## src/design/crxfe_regs.vh

```
// Constants for the lane front end: line states, packet codes, checks
`ifndef CRXFE_REGS_VH
`define CRXFE_REGS_VH

// Low-power line states {dp, dn}
`define CRXFE_LP_11         2'b11
`define CRXFE_LP_01         2'b01
`define CRXFE_LP_00         2'b00

// Clock lane mode bit position in configuration register
`define CRXFE_CFG_REG       8'h02
`define CRXFE_CFG_CONT_BIT  6

// Lane count codes
`define CRXFE_LANES_1       2'b00
`define CRXFE_LANES_2       2'b01
`define CRXFE_LANES_4       2'b10

// High-speed start byte
`define CRXFE_SYNC_BYTE     8'hb8

// Data types
`define CRXFE_DT_SHORT_MAX  6'h0f
`define CRXFE_DT_FRAME_STA  6'h00
`define CRXFE_DT_FRAME_END  6'h01

// Header protection masks, one per parity bit
`define CRXFE_ECC_M0        24'hf12cb7
`define CRXFE_ECC_M1        24'hf2555b
`define CRXFE_ECC_M2        24'h749a6d
`define CRXFE_ECC_M3        24'hb8e38e
`define CRXFE_ECC_M4        24'hdf03f0
`define CRXFE_ECC_M5        24'heffc00

// Payload checksum
`define CRXFE_CRC_INIT      16'hffff
`define CRXFE_CRC_POLY      16'h8408

`endif

```

## src/design/crxfe_skid.v

```verilog
// Two-entry buffer with valid and ready on both sides
`timescale 1ns/100ps
module crxfe_skid #(
  parameter WIDTH = 9,
  parameter AW    = 1
) (
  // Clock and reset
  input  wire             clk_i,
  input  wire             rst_b_i,
  // Fill side
  input  wire             in_valid_i,
  output wire             in_ready_o,
  input  wire [WIDTH-1:0] in_data_i,
  // Drain side
  output wire             out_valid_o,
  input  wire             out_ready_i,
  output wire [WIDTH-1:0] out_data_o
);
  localparam DEPTH = 1 << AW;

  reg [WIDTH-1:0] mem_reg [0:DEPTH-1];
  reg [AW-1:0]    wr_ptr_reg;
  reg [AW-1:0]    rd_ptr_reg;
  reg [AW:0]      cnt_reg;
  wire            push;
  wire            pop;

  assign in_ready_o  = (cnt_reg != DEPTH[AW:0]);
  assign out_valid_o = (cnt_reg != {(AW+1){1'b0}});
  assign out_data_o  = mem_reg[rd_ptr_reg];
  assign push        = in_valid_i && in_ready_o;
  assign pop         = out_valid_o && out_ready_i;

  always @(posedge clk_i) begin
    if (push) begin
      mem_reg[wr_ptr_reg] <= in_data_i;
    end
  end

  always @(posedge clk_i) begin
    if (!rst_b_i) begin
      wr_ptr_reg <= {AW{1'b0}};
      rd_ptr_reg <= {AW{1'b0}};
      cnt_reg    <= {(AW+1){1'b0}};
    end else begin
      if (push) begin
        wr_ptr_reg <= wr_ptr_reg + 1'b1;
      end
      if (pop) begin
        rd_ptr_reg <= rd_ptr_reg + 1'b1;
      end
      if (push && !pop) begin
        cnt_reg <= cnt_reg + 1'b1;
      end else if (pop && !push) begin
        cnt_reg <= cnt_reg - 1'b1;
      end
    end
  end
endmodule // crxfe_skid

```

## src/design/crxfe_top.v

```verilog
// Camera serial lane receiver front end: lane states, byte merge, packet parse
`timescale 1ns/100ps
`include "crxfe_regs.vh"
module crxfe_top (
  // Clock and reset
  input  wire        clk_i,
  input  wire        rst_b_i,
  // Configuration
  input  wire        clk_cont_i,
  input  wire [1:0]  lane_cfg_i,
  input  wire        err_clr_i,
  // Lane pins, receive only
  input  wire        hs_clk_i,
  input  wire        lp_cp_i,
  input  wire        lp_cn_i,
  input  wire [3:0]  lp_dp_i,
  input  wire [3:0]  lp_dn_i,
  input  wire [3:0]  hs_d_i,
  // Analog control
  output wire        clk_term_en_o,
  output wire [3:0]  term_en_o,
  // Sync events
  output reg         sync_valid_o,
  output reg  [7:0]  sync_id_o,
  output reg  [15:0] sync_data_o,
  output reg         frame_active_o,
  // Payload stream
  output wire        pay_valid_o,
  input  wire        pay_ready_i,
  output wire [7:0]  pay_data_o,
  output wire        pay_last_o,
  // Status
  output reg         hdr_fix_o,
  output reg         hdr_err_o,
  output reg         crc_err_o,
  output reg         ovr_o,
  output reg         hdr_err_sts_o,
  output reg         crc_err_sts_o
);
  localparam ST_IDLE = 2'd0;
  localparam ST_STOP = 2'd1;
  localparam ST_PREP = 2'd2;
  localparam ST_HS   = 2'd3;

  localparam PS_H0 = 3'd0;
  localparam PS_H1 = 3'd1;
  localparam PS_H2 = 3'd2;
  localparam PS_H3 = 3'd3;
  localparam PS_PL = 3'd4;
  localparam PS_C0 = 3'd5;
  localparam PS_C1 = 3'd6;

  // Shared lane state step
  function [1:0] lp_next;
    input [1:0] st;
    input [1:0] lp;
    begin
      if (lp == `CRXFE_LP_11) begin
        lp_next = ST_STOP;
      end else begin
        case (st)
          ST_STOP: lp_next = (lp == `CRXFE_LP_01) ? ST_PREP : ST_IDLE;
          ST_PREP: lp_next = (lp == `CRXFE_LP_00) ? ST_HS :
                             (lp == `CRXFE_LP_01) ? ST_PREP : ST_IDLE;
          ST_HS:   lp_next = ST_HS;
          default: lp_next = ST_IDLE;
        endcase
      end
    end
  endfunction

  // Header protection: returns {bad, fixed, corrected header}
  function [25:0] ecc_fix;
    input [23:0] h;
    input [5:0]  rx;
    reg   [5:0]  syn;
    reg   [23:0] hc;
    reg          hit;
    reg   [23:0] t0, t1, t2, t3, t4, t5;
    integer      i;
    begin
      syn[0] = ^(h & `CRXFE_ECC_M0);
      syn[1] = ^(h & `CRXFE_ECC_M1);
      syn[2] = ^(h & `CRXFE_ECC_M2);
      syn[3] = ^(h & `CRXFE_ECC_M3);
      syn[4] = ^(h & `CRXFE_ECC_M4);
      syn[5] = ^(h & `CRXFE_ECC_M5);
      syn = syn ^ rx;
      hc  = h;
      hit = (syn == 6'h00) || ((syn & (syn - 6'h01)) == 6'h00);
      for (i = 0; i < 24; i = i + 1) begin
        t0 = `CRXFE_ECC_M0 >> i;
        t1 = `CRXFE_ECC_M1 >> i;
        t2 = `CRXFE_ECC_M2 >> i;
        t3 = `CRXFE_ECC_M3 >> i;
        t4 = `CRXFE_ECC_M4 >> i;
        t5 = `CRXFE_ECC_M5 >> i;
        if (syn == {t5[0], t4[0], t3[0], t2[0], t1[0], t0[0]}) begin
          hc[i] = ~h[i];
          hit   = 1'b1;
        end
      end
      ecc_fix = {~hit, syn != 6'h00, hc};
    end
  endfunction

  function [15:0] crc_byte;
    input [15:0] c;
    input [7:0]  b;
    reg   [15:0] r;
    integer      k;
    begin
      r = c;
      for (k = 0; k < 8; k = k + 1) begin
        r = (r[0] ^ b[k]) ? ((r >> 1) ^ `CRXFE_CRC_POLY) : (r >> 1);
      end
      crc_byte = r;
    end
  endfunction

  ////////////////////////////////////////////////////////////////////////////
  // Pin synchronisers
  reg [14:0] s1_reg;
  reg [14:0] s2_reg;
  reg        clk_d_reg;
  always @(posedge clk_i) begin
    s1_reg    <= {hs_clk_i, lp_cp_i, lp_cn_i, lp_dp_i, lp_dn_i, hs_d_i};
    s2_reg    <= s1_reg;
    clk_d_reg <= s2_reg[14];
  end
  wire       lk_rise = s2_reg[14] && !clk_d_reg;
  wire [1:0] lp_clk  = s2_reg[13:12];
  wire [3:0] dp_s    = s2_reg[11:8];
  wire [3:0] dn_s    = s2_reg[7:4];
  wire [3:0] hsd_s   = s2_reg[3:0];

  ////////////////////////////////////////////////////////////////////////////
  // Clock lane
  reg [1:0] cst_reg;
  always @(posedge clk_i) begin
    if (!rst_b_i) begin
      cst_reg <= ST_IDLE;
    end else begin
      cst_reg <= lp_next(cst_reg, lp_clk);
    end
  end
  wire clk_hs = clk_cont_i || (cst_reg == ST_HS);
  assign clk_term_en_o = clk_hs;

  // Active lane mask
  wire [3:0] lane_on = (lane_cfg_i == `CRXFE_LANES_4) ? 4'hf :
                       (lane_cfg_i == `CRXFE_LANES_2) ? 4'h3 : 4'h1;
  wire [2:0] n_lanes = (lane_cfg_i == `CRXFE_LANES_4) ? 3'd4 :
                       (lane_cfg_i == `CRXFE_LANES_2) ? 3'd2 : 3'd1;

  ////////////////////////////////////////////////////////////////////////////
  // Data lanes
  wire [31:0] lane_byte;
  wire [3:0]  lane_rdy;
  wire [3:0]  lane_hs;
  genvar g;
  generate
    for (g = 0; g < 4; g = g + 1) begin : g_lane
      reg [1:0] st_reg;
      reg [7:0] sh_reg;
      reg [2:0] bc_reg;
      reg       syn_reg;
      reg [7:0] byte_reg;
      reg       rdy_reg;
      wire [7:0] sh_next = {hsd_s[g], sh_reg[7:1]};
      always @(posedge clk_i) begin
        if (!rst_b_i) begin
          st_reg   <= ST_IDLE;
          sh_reg   <= 8'h00;
          bc_reg   <= 3'd0;
          syn_reg  <= 1'b0;
          byte_reg <= 8'h00;
          rdy_reg  <= 1'b0;
        end else begin
          st_reg  <= lane_on[g] ? lp_next(st_reg, {dp_s[g], dn_s[g]}) : ST_IDLE;
          rdy_reg <= 1'b0;
          if (st_reg != ST_HS) begin
            syn_reg <= 1'b0;
            bc_reg  <= 3'd0;
            sh_reg  <= 8'h00;
          end else if (lk_rise && clk_hs) begin
            sh_reg <= sh_next;
            if (!syn_reg) begin
              syn_reg <= (sh_next == `CRXFE_SYNC_BYTE);
            end else begin
              bc_reg <= bc_reg + 3'd1;
              if (bc_reg == 3'd7) begin
                byte_reg <= sh_next;
                rdy_reg  <= 1'b1;
              end
            end
          end
        end
      end
      assign lane_byte[8*g+7:8*g] = byte_reg;
      assign lane_rdy[g]          = rdy_reg;
      assign lane_hs[g]           = (st_reg == ST_HS);
      assign term_en_o[g]         = lane_hs[g];
    end
  endgenerate

  ////////////////////////////////////////////////////////////////////////////
  // Lane merge, lane 0 first
  reg  [31:0] hold_reg;
  reg  [2:0]  pend_reg;
  wire        fifo_rdy;
  wire        step = (pend_reg != 3'd0) && fifo_rdy;
  wire [7:0]  b    = hold_reg[7:0];
  wire        abort = !lane_hs[0];
  always @(posedge clk_i) begin
    if (!rst_b_i) begin
      hold_reg <= 32'h0000_0000;
      pend_reg <= 3'd0;
      ovr_o    <= 1'b0;
    end else begin
      ovr_o <= 1'b0;
      if (abort) begin
        pend_reg <= 3'd0;
      end else if (lane_rdy[0]) begin
        if (pend_reg != 3'd0) begin
          ovr_o <= 1'b1;
        end else begin
          hold_reg <= lane_byte;
          pend_reg <= n_lanes;
        end
      end else if (step) begin
        hold_reg <= {8'h00, hold_reg[31:8]};
        pend_reg <= pend_reg - 3'd1;
      end
    end
  end

  ////////////////////////////////////////////////////////////////////////////
  // Packet parser
  reg  [2:0]  ps_reg;
  reg  [23:0] hdr_reg;
  reg  [15:0] wc_reg;
  reg  [15:0] crc_reg;
  reg  [7:0]  cs_lo_reg;
  wire [25:0] ecc_r = ecc_fix(hdr_reg, b[5:0]);
  wire        push  = step && !abort && (ps_reg == PS_PL);
  always @(posedge clk_i) begin
    if (!rst_b_i) begin
      ps_reg         <= PS_H0;
      hdr_reg        <= 24'h000000;
      wc_reg         <= 16'h0000;
      crc_reg        <= `CRXFE_CRC_INIT;
      cs_lo_reg      <= 8'h00;
      sync_valid_o   <= 1'b0;
      sync_id_o      <= 8'h00;
      sync_data_o    <= 16'h0000;
      frame_active_o <= 1'b0;
      hdr_fix_o      <= 1'b0;
      hdr_err_o      <= 1'b0;
      crc_err_o      <= 1'b0;
      hdr_err_sts_o  <= 1'b0;
      crc_err_sts_o  <= 1'b0;
    end else begin
      sync_valid_o <= 1'b0;
      hdr_fix_o    <= 1'b0;
      hdr_err_o    <= 1'b0;
      crc_err_o    <= 1'b0;
      if (hdr_err_o || hdr_fix_o) begin
        hdr_err_sts_o <= 1'b1;
      end else if (err_clr_i) begin
        hdr_err_sts_o <= 1'b0;
      end
      if (crc_err_o) begin
        crc_err_sts_o <= 1'b1;
      end else if (err_clr_i) begin
        crc_err_sts_o <= 1'b0;
      end
      if (abort) begin
        ps_reg <= PS_H0;
      end else if (step) begin
        case (ps_reg)
          PS_H0: begin
            hdr_reg[7:0] <= b;
            ps_reg       <= PS_H1;
          end
          PS_H1: begin
            hdr_reg[15:8] <= b;
            ps_reg        <= PS_H2;
          end
          PS_H2: begin
            hdr_reg[23:16] <= b;
            ps_reg         <= PS_H3;
          end
          PS_H3: begin
            ps_reg <= PS_H0;
            if (ecc_r[25]) begin
              hdr_err_o <= 1'b1;
            end else begin
              hdr_fix_o <= ecc_r[24];
              if (ecc_r[5:0] <= `CRXFE_DT_SHORT_MAX) begin
                sync_valid_o <= 1'b1;
                sync_id_o    <= ecc_r[7:0];
                sync_data_o  <= ecc_r[23:8];
                if (ecc_r[5:0] == `CRXFE_DT_FRAME_STA) begin
                  frame_active_o <= 1'b1;
                end else if (ecc_r[5:0] == `CRXFE_DT_FRAME_END) begin
                  frame_active_o <= 1'b0;
                end
              end else begin
                wc_reg  <= ecc_r[23:8];
                crc_reg <= `CRXFE_CRC_INIT;
                ps_reg  <= (ecc_r[23:8] == 16'h0000) ? PS_C0 : PS_PL;
              end
            end
          end
          PS_PL: begin
            crc_reg <= crc_byte(crc_reg, b);
            wc_reg  <= wc_reg - 16'h0001;
            if (wc_reg == 16'h0001) begin
              ps_reg <= PS_C0;
            end
          end
          PS_C0: begin
            cs_lo_reg <= b;
            ps_reg    <= PS_C1;
          end
          default: begin
            crc_err_o <= ({b, cs_lo_reg} != crc_reg);
            ps_reg    <= PS_H0;
          end
        endcase
      end
    end
  end

  ////////////////////////////////////////////////////////////////////////////
  // Payload buffer
  crxfe_skid #(
    .WIDTH (9),
    .AW    (1)
  ) u_buf (
    .clk_i       (clk_i),
    .rst_b_i     (rst_b_i),
    .in_valid_i  (push),
    .in_ready_o  (fifo_rdy),
    .in_data_i   ({wc_reg == 16'h0001, b}),
    .out_valid_o (pay_valid_o),
    .out_ready_i (pay_ready_i),
    .out_data_o  ({pay_last_o, pay_data_o})
  );
endmodule // crxfe_top

```

## config.mk

```make
export PLATFORM = sky130hd
export DESIGN_NAME = crxfe_top
export DESIGN_NICKNAME = d
export VERILOG_FILES = /design/src/design/crxfe_skid.v /design/src/design/crxfe_top.v
export VERILOG_INCLUDE_DIRS = /design/src /design/src/design
export SDC_FILE = /design/constraint.sdc
export NUM_CORES = 1
export LEC_CHECK = 0
export ABC_AREA = 1
export CORE_AREA = 2 2 197 122
export CTS_CLUSTER_SIZE = 10
export DETAILED_ROUTE_END_ITERATION = 8
export DIE_AREA = 0 0 199 124
export DONT_BUFFER_PORTS = 1
export GPL_TIMING_DRIVEN = 0
export PLACE_DENSITY = 0.76
export SYNTH_ARGS = -nofsm -noshare
export SYNTH_HDL_FRONTEND = slang
export SYNTH_HIERARCHICAL = 1
export SYNTH_SLANG_ARGS = --single-unit
```

## constraint.sdc

```tcl
create_clock -name clk_i -period 2.5 [get_ports clk_i]
set_input_delay 0.625 -clock clk_i [delete_from_list [all_inputs] [get_ports clk_i]]
set_output_delay 0.625 -clock clk_i [all_outputs]
set_load 0.005 [all_outputs]
```

After elaboration in Yosys (flattened, before gate mapping) --
Memories as Yosys holds them, arrays and structs flattened. A register that Yosys moved wholly into a read port is not among the register bits. Cells that the tools add are included.
Word-level totals: memories 1, bits in writable memories 18, register bits 260, output and inout bits 47, logic and storage cells 389, input bits 22
Cells by class: add/subtract/negate cells 11, multiplexer cells 116, magnitude comparators 1, reduce and logical (&&, ||, !) cells 77, eq/ne operators 76, bitwise gates (word level) 55
Memories:
- u_buf.mem_reg | depth 2, bits a word 9, read ports 1, clocked after Yosys merged registers in 1, write ports 1, line crxfe_skid.v:21 | reg [WIDTH-1:0] mem_reg [0:DEPTH-1];
Operators by type and width (count):
- $mux 16 | 12
- $reduce_xor 24->1 | 6
- $mux 32 | 3
- $eq 6x6->1 const B | 13
- $mux 1 | 71
- $pmux 16 s2 | 2
- $eq 6x5->1 const B | 7
- $not 1->1 | 37
- $eq 2x2->1 const B | 16
- $eq 8x8->1 const B | 4
- $pmux 2 s3 | 5
- $mux 2 | 14
- $not 2->3 | 8
- $eq 2x1->1 const B | 11
- $reduce_and 2->1 | 11
- $mux 3 | 7
- $reduce_and 4->1 | 5
- $eq 3x3->1 const B | 6
- $eq 6x4->1 const B | 3
- $logic_not 6->1 | 3
- $pmux 3 s6 | 1
- $reduce_and 3->1 | 6
- $eq 16x1->1 const B | 1
- $logic_not 16->1 | 1
- other kinds (33) | 83

Logic depth before layout (Yosys ltp) --
word-level depth 32, mapped depth 26, depth with buffers taken out 25

By module --
The synthesis kept the hierarchy.
Modules (own cells, without submodules):
- crxfe_top | times used 1, area each 12167.9 um^2, sequential area each 5044.8 um^2, cells an instance 1774
- crxfe_skid | times used 1, area each 904.6 um^2, sequential area each 640.6 um^2, cells an instance 65

Least setup slack after synthesis --
OpenSTA, ideal clock, no wires.
path type reg2reg, from register hdr_reg[1], to register crc_reg[3], slack 43 ps, library setup time 130 ps, arrival 2327 ps, path buffers 3, clock period less this slack 2457 ps, stages on the path, launching flop included 25, data required time 2370 ps, cell sequence dfxtp_1 inv_2 nand2_1 nand2_1 nand2_1 nand2_1 nand2_1 nand2_1 nand2_1 nand3_1 nand2_4 nor2_4 buf_6 nand2_1 nand2_1 nor2_2 nand3_2 nor2_4 nand2_4 nand3_2 nand2_2 buf_6 buf_6 nand3b_1 nand3_1
On the way: word-level cells in the longest chain between the ends 32, elaborated cells on any way between the ends 68, those cells by class 1 x add/sub; 1 x order compare; 26 x eq/ne; 30 x mux; 3 x bitwise; 7 x reduce/logical
RTL lines:
- start: declaration | line crxfe_top.v:241 | reg [23:0] hdr_reg;
- start signal: assignment | line crxfe_top.v:250 | hdr_reg <= 24'h000000;
- start signal: assignment | line crxfe_top.v:283 | hdr_reg[7:0] <= b;
- $reduce_xor 24->1, on equally long branches | line crxfe_top.v:82, crxfe_top.v:83, crxfe_top.v:85
- $xor 6x6->6 | line crxfe_top.v:88 | syn = syn ^ rx;
- $sub 6x1->6 | line crxfe_top.v:90 | hit = (syn == 6'h00) || ((syn & (syn - 6'h01)) == 6'h00);
- $and 6x6->6 | line crxfe_top.v:90
- $logic_not 6->1 | line crxfe_top.v:90
- $logic_or 1x1->1 | line crxfe_top.v:90
- $mux 1 (24 in a row) | line crxfe_top.v:98 | if (syn == {t5[0], t4[0], t3[0], t2[0], t1[0], t0[0]}) begin
- $ne 2x2->1 (no line)
- $reduce_and 5->1 (no line) (*)
- end signal: assignment | line crxfe_top.v:252 | crc_reg <= `CRXFE_CRC_INIT;
- end signal: assignment | line crxfe_top.v:311 | crc_reg <= `CRXFE_CRC_INIT;
- end signal: assignment | line crxfe_top.v:317 | crc_reg <= crc_byte(crc_reg, b);
- end: declaration | line crxfe_top.v:243 | reg [15:0] crc_reg;
Mark *: on every way between the ends. The rest lies on a longest branch, timed or not. A chain may end at the register's enable or synchronous reset.

Worst setup path in the final report --
from register hdr_reg[1], to register wc_reg[6]
On the way: word-level cells in the longest chain between the ends 32, elaborated cells on any way between the ends 72, those cells by class 1 x add/sub; 1 x order compare; 26 x eq/ne; 34 x mux; 3 x bitwise; 7 x reduce/logical
RTL lines:
- $reduce_xor 24->1, on equally long branches | line crxfe_top.v:82, crxfe_top.v:83, crxfe_top.v:85
- $xor 6x6->6 | line crxfe_top.v:88
- $sub 6x1->6 | line crxfe_top.v:90
- $and 6x6->6 | line crxfe_top.v:90
- $logic_not 6->1 | line crxfe_top.v:90
- $logic_or 1x1->1 | line crxfe_top.v:90
- $mux 1 (24 in a row) | line crxfe_top.v:98
- $ne 2x2->1 (no line)
- $reduce_and 5->1 (no line)
- end signal: assignment | line crxfe_top.v:310 | wc_reg <= ecc_r[23:8];
- end signal: assignment | line crxfe_top.v:318 | wc_reg <= wc_reg - 16'h0001;
- end: declaration | line crxfe_top.v:242 | reg [15:0] wc_reg;
Several ways; a longest one is shown, not always the timed one. The select of a mux whose other input is x is not followed.

==> reports/qor.txt <==
CTS tree: done
top post-synthesis cells by area: dfxtp_1 (39%), nand2_1 (12%), a21oi_1 (6.7%), nor2_1 (6.6%), o21ai_0 (6.4%)
FF-to-FF End: wc_reg[6]
H-tree levels: 1
Total GRT Usage: 33.32%
R2R Setup Slk: -0.42 ns
Tmin final: 2.924 ns
DRC viols: 0
routed via count: 13.28k
full die area: 24680 um2
CTS root buffer: clkbuf_16
layout cell share with drive strength beyond 1: 22.92%
ys flop type: dfxtp_1
met2 routed WL: 16430 um
slowest stage delay, CP: 0.38 ns
Final nets: 1995
status: complete, but fails checks
Critical Path End Type: flip-flop
top cell family by delay on the critical path: simple AND/OR/NAND/NOR gates
die width: 199 um
number of enable flip-flop cells after synthesis: 18
remaining antenna violation count: 0
crit path max fanout: 5
Max Fclk: 0.3420 GHz
effective utilization at floorplan: 57.44%
wire per inst: 18.47 um
YS warnings: 6
final instance area: 16220 um2
first-pass GRT wire length: 63310 um
hold_sp: lp_dp_i[0]
Yosys top cell by area: dfxtp_1
dpl hpwl: 28470 um
pwr/cell area: 526.7 nW/um2
router iterations before antenna repair: 6
met3 WL: 5709 um
Bufs and invs on worst path: 4
syn_area_per_cell: 7.109 um2
startpoint types: flip-flop
largest net degree at the start of global routing: 15
I/O Buffers: 0
total wire length: 42100 um
Worst EP arrival: 3.37 ns
post-synthesis cell count: 1839
RSZ-0062 raised after global routing: yes
vias in the first global route: 11.79k
CP Cell Sequence: inv_6 > nand2_2 > nand2_2 > nand2_1 > nand2_1 > nand2_1 > nand2_1 > nand2_1 > nand3_2 > nand2_4 > nor2_4 > buf_12 > nand3_1 > and2_4 > nand3_2 > nor2_4 > nand2_4 > nand3_4 > nand2_8 > buf_8 > buf_12 > nand3_1 > nand2_1 > nor2_1
sequential share of the synthesized area: 43.49%
Worst Setup Slack, final: -0.4237 ns
cts hold-fix bufs: 0
R2R depth: 24
cell repeated most along the worst path: nand2_1
number of CTS-inserted buffers: 31
worst-skew pair later-pin latency: 0.56 ns
Seq cells post-synth: 275
Final setup violation count: 83
Synth top cells by count: nand2_1 (412), dfxtp_1 (257), nor2_1 (230)
Setup TNS Final: -21.25 ns
Period Utilization, post-route: 116.9%
final hold violation count: 0
routed length on met1: 18720 um
Vias/cell: 5.826
Detailed Route Iter0 Violations: 1857
share of the synthesized area in the top cell type: 39.36%
worst-margin pin slew: 1.009 ns
hold_ws: 0.08493 ns
Min-Delay Path Depth: 0
FP Rows: 43
Reg area: 5779 um2
worst hold-check path type: in -> reg
Worst Hold End: s1_reg[8]
critical path's slowest cell: dfxtp_4
Worst VDD drop: 604.3 uV
Num Clock Sinks: 275
dominant cell by count in the synthesized netlist: nand2_1
slew margin rel.: 32.75%
Max-Cap Viols: 0
num ports: 69
Non-Filler Instances: 2280
leakage: 6.823 nW
total power: 8.545 mW
Area Overhead vs Synth: 24.11%
DIE HEIGHT: 124 um
Final Skew: 0.01809 ns
final slew viol count: 0
Worst-path clk slew: 0.06 ns
Post-DP Area: 13470 um2
total core area: 22760 um2
Clock Path Buffers: 3
Synthesized Nets: 1876
area of the mapped netlist: 13070 um2
# fillers: 1831
aggregate global routing overflow: 0
reg2reg start: hdr_reg[1]
RD Place Congestion: 0.9756
failing checks: setup timing
FFs w/ async S/R, synth: 0%
number of distinct library cells after synthesis: 43
WP data required: 2.94 ns
DR top layer: met5
dpl cells: 2154
initial antenna violation count: 2
Setup CP Type: reg -> reg
multi-input logic area: 7242 um2
per-stage QoR:
stage                     utilization, %  worst slack (ns)
after floorplan                        -           0.04294
after global placement             59.17           -0.9028
after detailed placement           59.17           -0.9208
after CTS                          69.21           -0.2380
after global routing               71.28           -0.5685
final                              71.29           -0.4237
area by class of cell:
| cell class | instances | share of cell area (%) |
|---|---|---|
| Antenna cell | 2 | 0.03085 |
| Buffer | 72 | 2.699 |
| Clock buffer | 37 | 4.920 |
| Clock inverter | 1 | 0.03085 |
| Inverter | 178 | 4.681 |
| Multi-Input combinational cell | 1314 | 44.64 |
| Sequential cell | 275 | 35.62 |
| Tap cell | 315 | 2.429 |
| Timing Repair Buffer | 86 | 4.951 |
repair_timing:
item	4_1_cts	5_1_grt
endpoints found under the hold margin	0	0
buffers inserted	62	18
gates cloned	6	1
setup endpoints to repair	95	137
pin swaps	51	45
gates resized for setup	312	77
cell usage in the layout (no fill, tap or decap), types with 4 or more instances in the layout:
cell       instances
o21ai_1            5
edfxtp_1          18
buf_4             68
nor2_2            11
dfxtp_2            6
o21ai_0          154
nand3_4            6
buf_1              7
nand3_1          100
inv_6              4
nor2_4            18
clkbuf_1          49
nand4_1           19
nor3_1            12
clkbuf_16         32
dfxtp_1          228
inv_4             17
nand2_1          316
a211oi_1          13
ha_1              15
xnor2_1           22
buf_6             22
dfxtp_4           23
inv_1            129
o21a_1             6
or2_2             12
a21oi_1          166
nand3_2           35
nand2_2           84
buf_12             6
nor2_1           212
mux2_2             9
o21ai_2           16
nor4_1             6
a21oi_2           12
buf_8              7
xor2_1            23
clkinv_1           4
nand2_4           23
inv_2             17
worst max path at each step:
stage | start | to | slack [ns] | depth (start not counted)
3_3_place_gp | hold_reg[4] | crc_reg[6] | -0.90 | 22
2_1_floorplan | hdr_reg[1] | crc_reg[3] | 0.04 | 24
6_report | hdr_reg[1] | wc_reg[6] | -0.42 | 24
5_1_grt | hdr_reg[10] | wc_reg[6] | -0.57 | 22
3_5_place_dp | hold_reg[4] | crc_reg[6] | -0.92 | 22
4_1_cts | hdr_reg[4] | crc_reg[3] | -0.24 | 26
worst register-to-register path, stage by stage (launching register included):
cell and delay, ns:
dfxtp_4 0.38, inv_6 0.09, nand2_2 0.08, nand2_2 0.11, nand2_1 0.06, nand2_1 0.10, nand2_1 0.10, nand2_1 0.07
nand2_1 0.08, nand3_2 0.11, nand2_4 0.08, nor2_4 0.17, buf_12 0.14, nand3_1 0.10, and2_4 0.19, nand3_2 0.10
nor2_4 0.05, nand2_4 0.09, nand3_4 0.10, nand2_8 0.14, buf_8 0.15, buf_12 0.11, nand3_1 0.06, nand2_1 0.09
nor2_1 0.06
power by group:
part,internal [mW],switching (mW),total [mW]
sequential,4.44,0.0186,4.45
combinational,0.0486,0.140,0.188
clock,2.19,1.71,3.90
total,6.68,1.87,8.54
routing by layer:
metal,track usage [%],vias up
met5,0,-
met1,49.83,6162
met4,8.582,2
met2,46.11,775
li1,-,6239
met3,10.05,106
cells by family (layout without fill, tap and decap cells):
family	after synthesis	after routing	synth area share (%)
AND/OR/NAND/NOR	864	864	28.34
buffers and inverters	250	374	7.686
flip-flops	275	275	43.49
AO/OA/AOI/OAI	379	379	15.12
multiplexers	9	9	0.7753
XOR/XNOR	47	47	3.149
adder cells (fa/ha/maj)	15	15	1.436
other	0	2	0
Power figures use the tool's default switching activity.
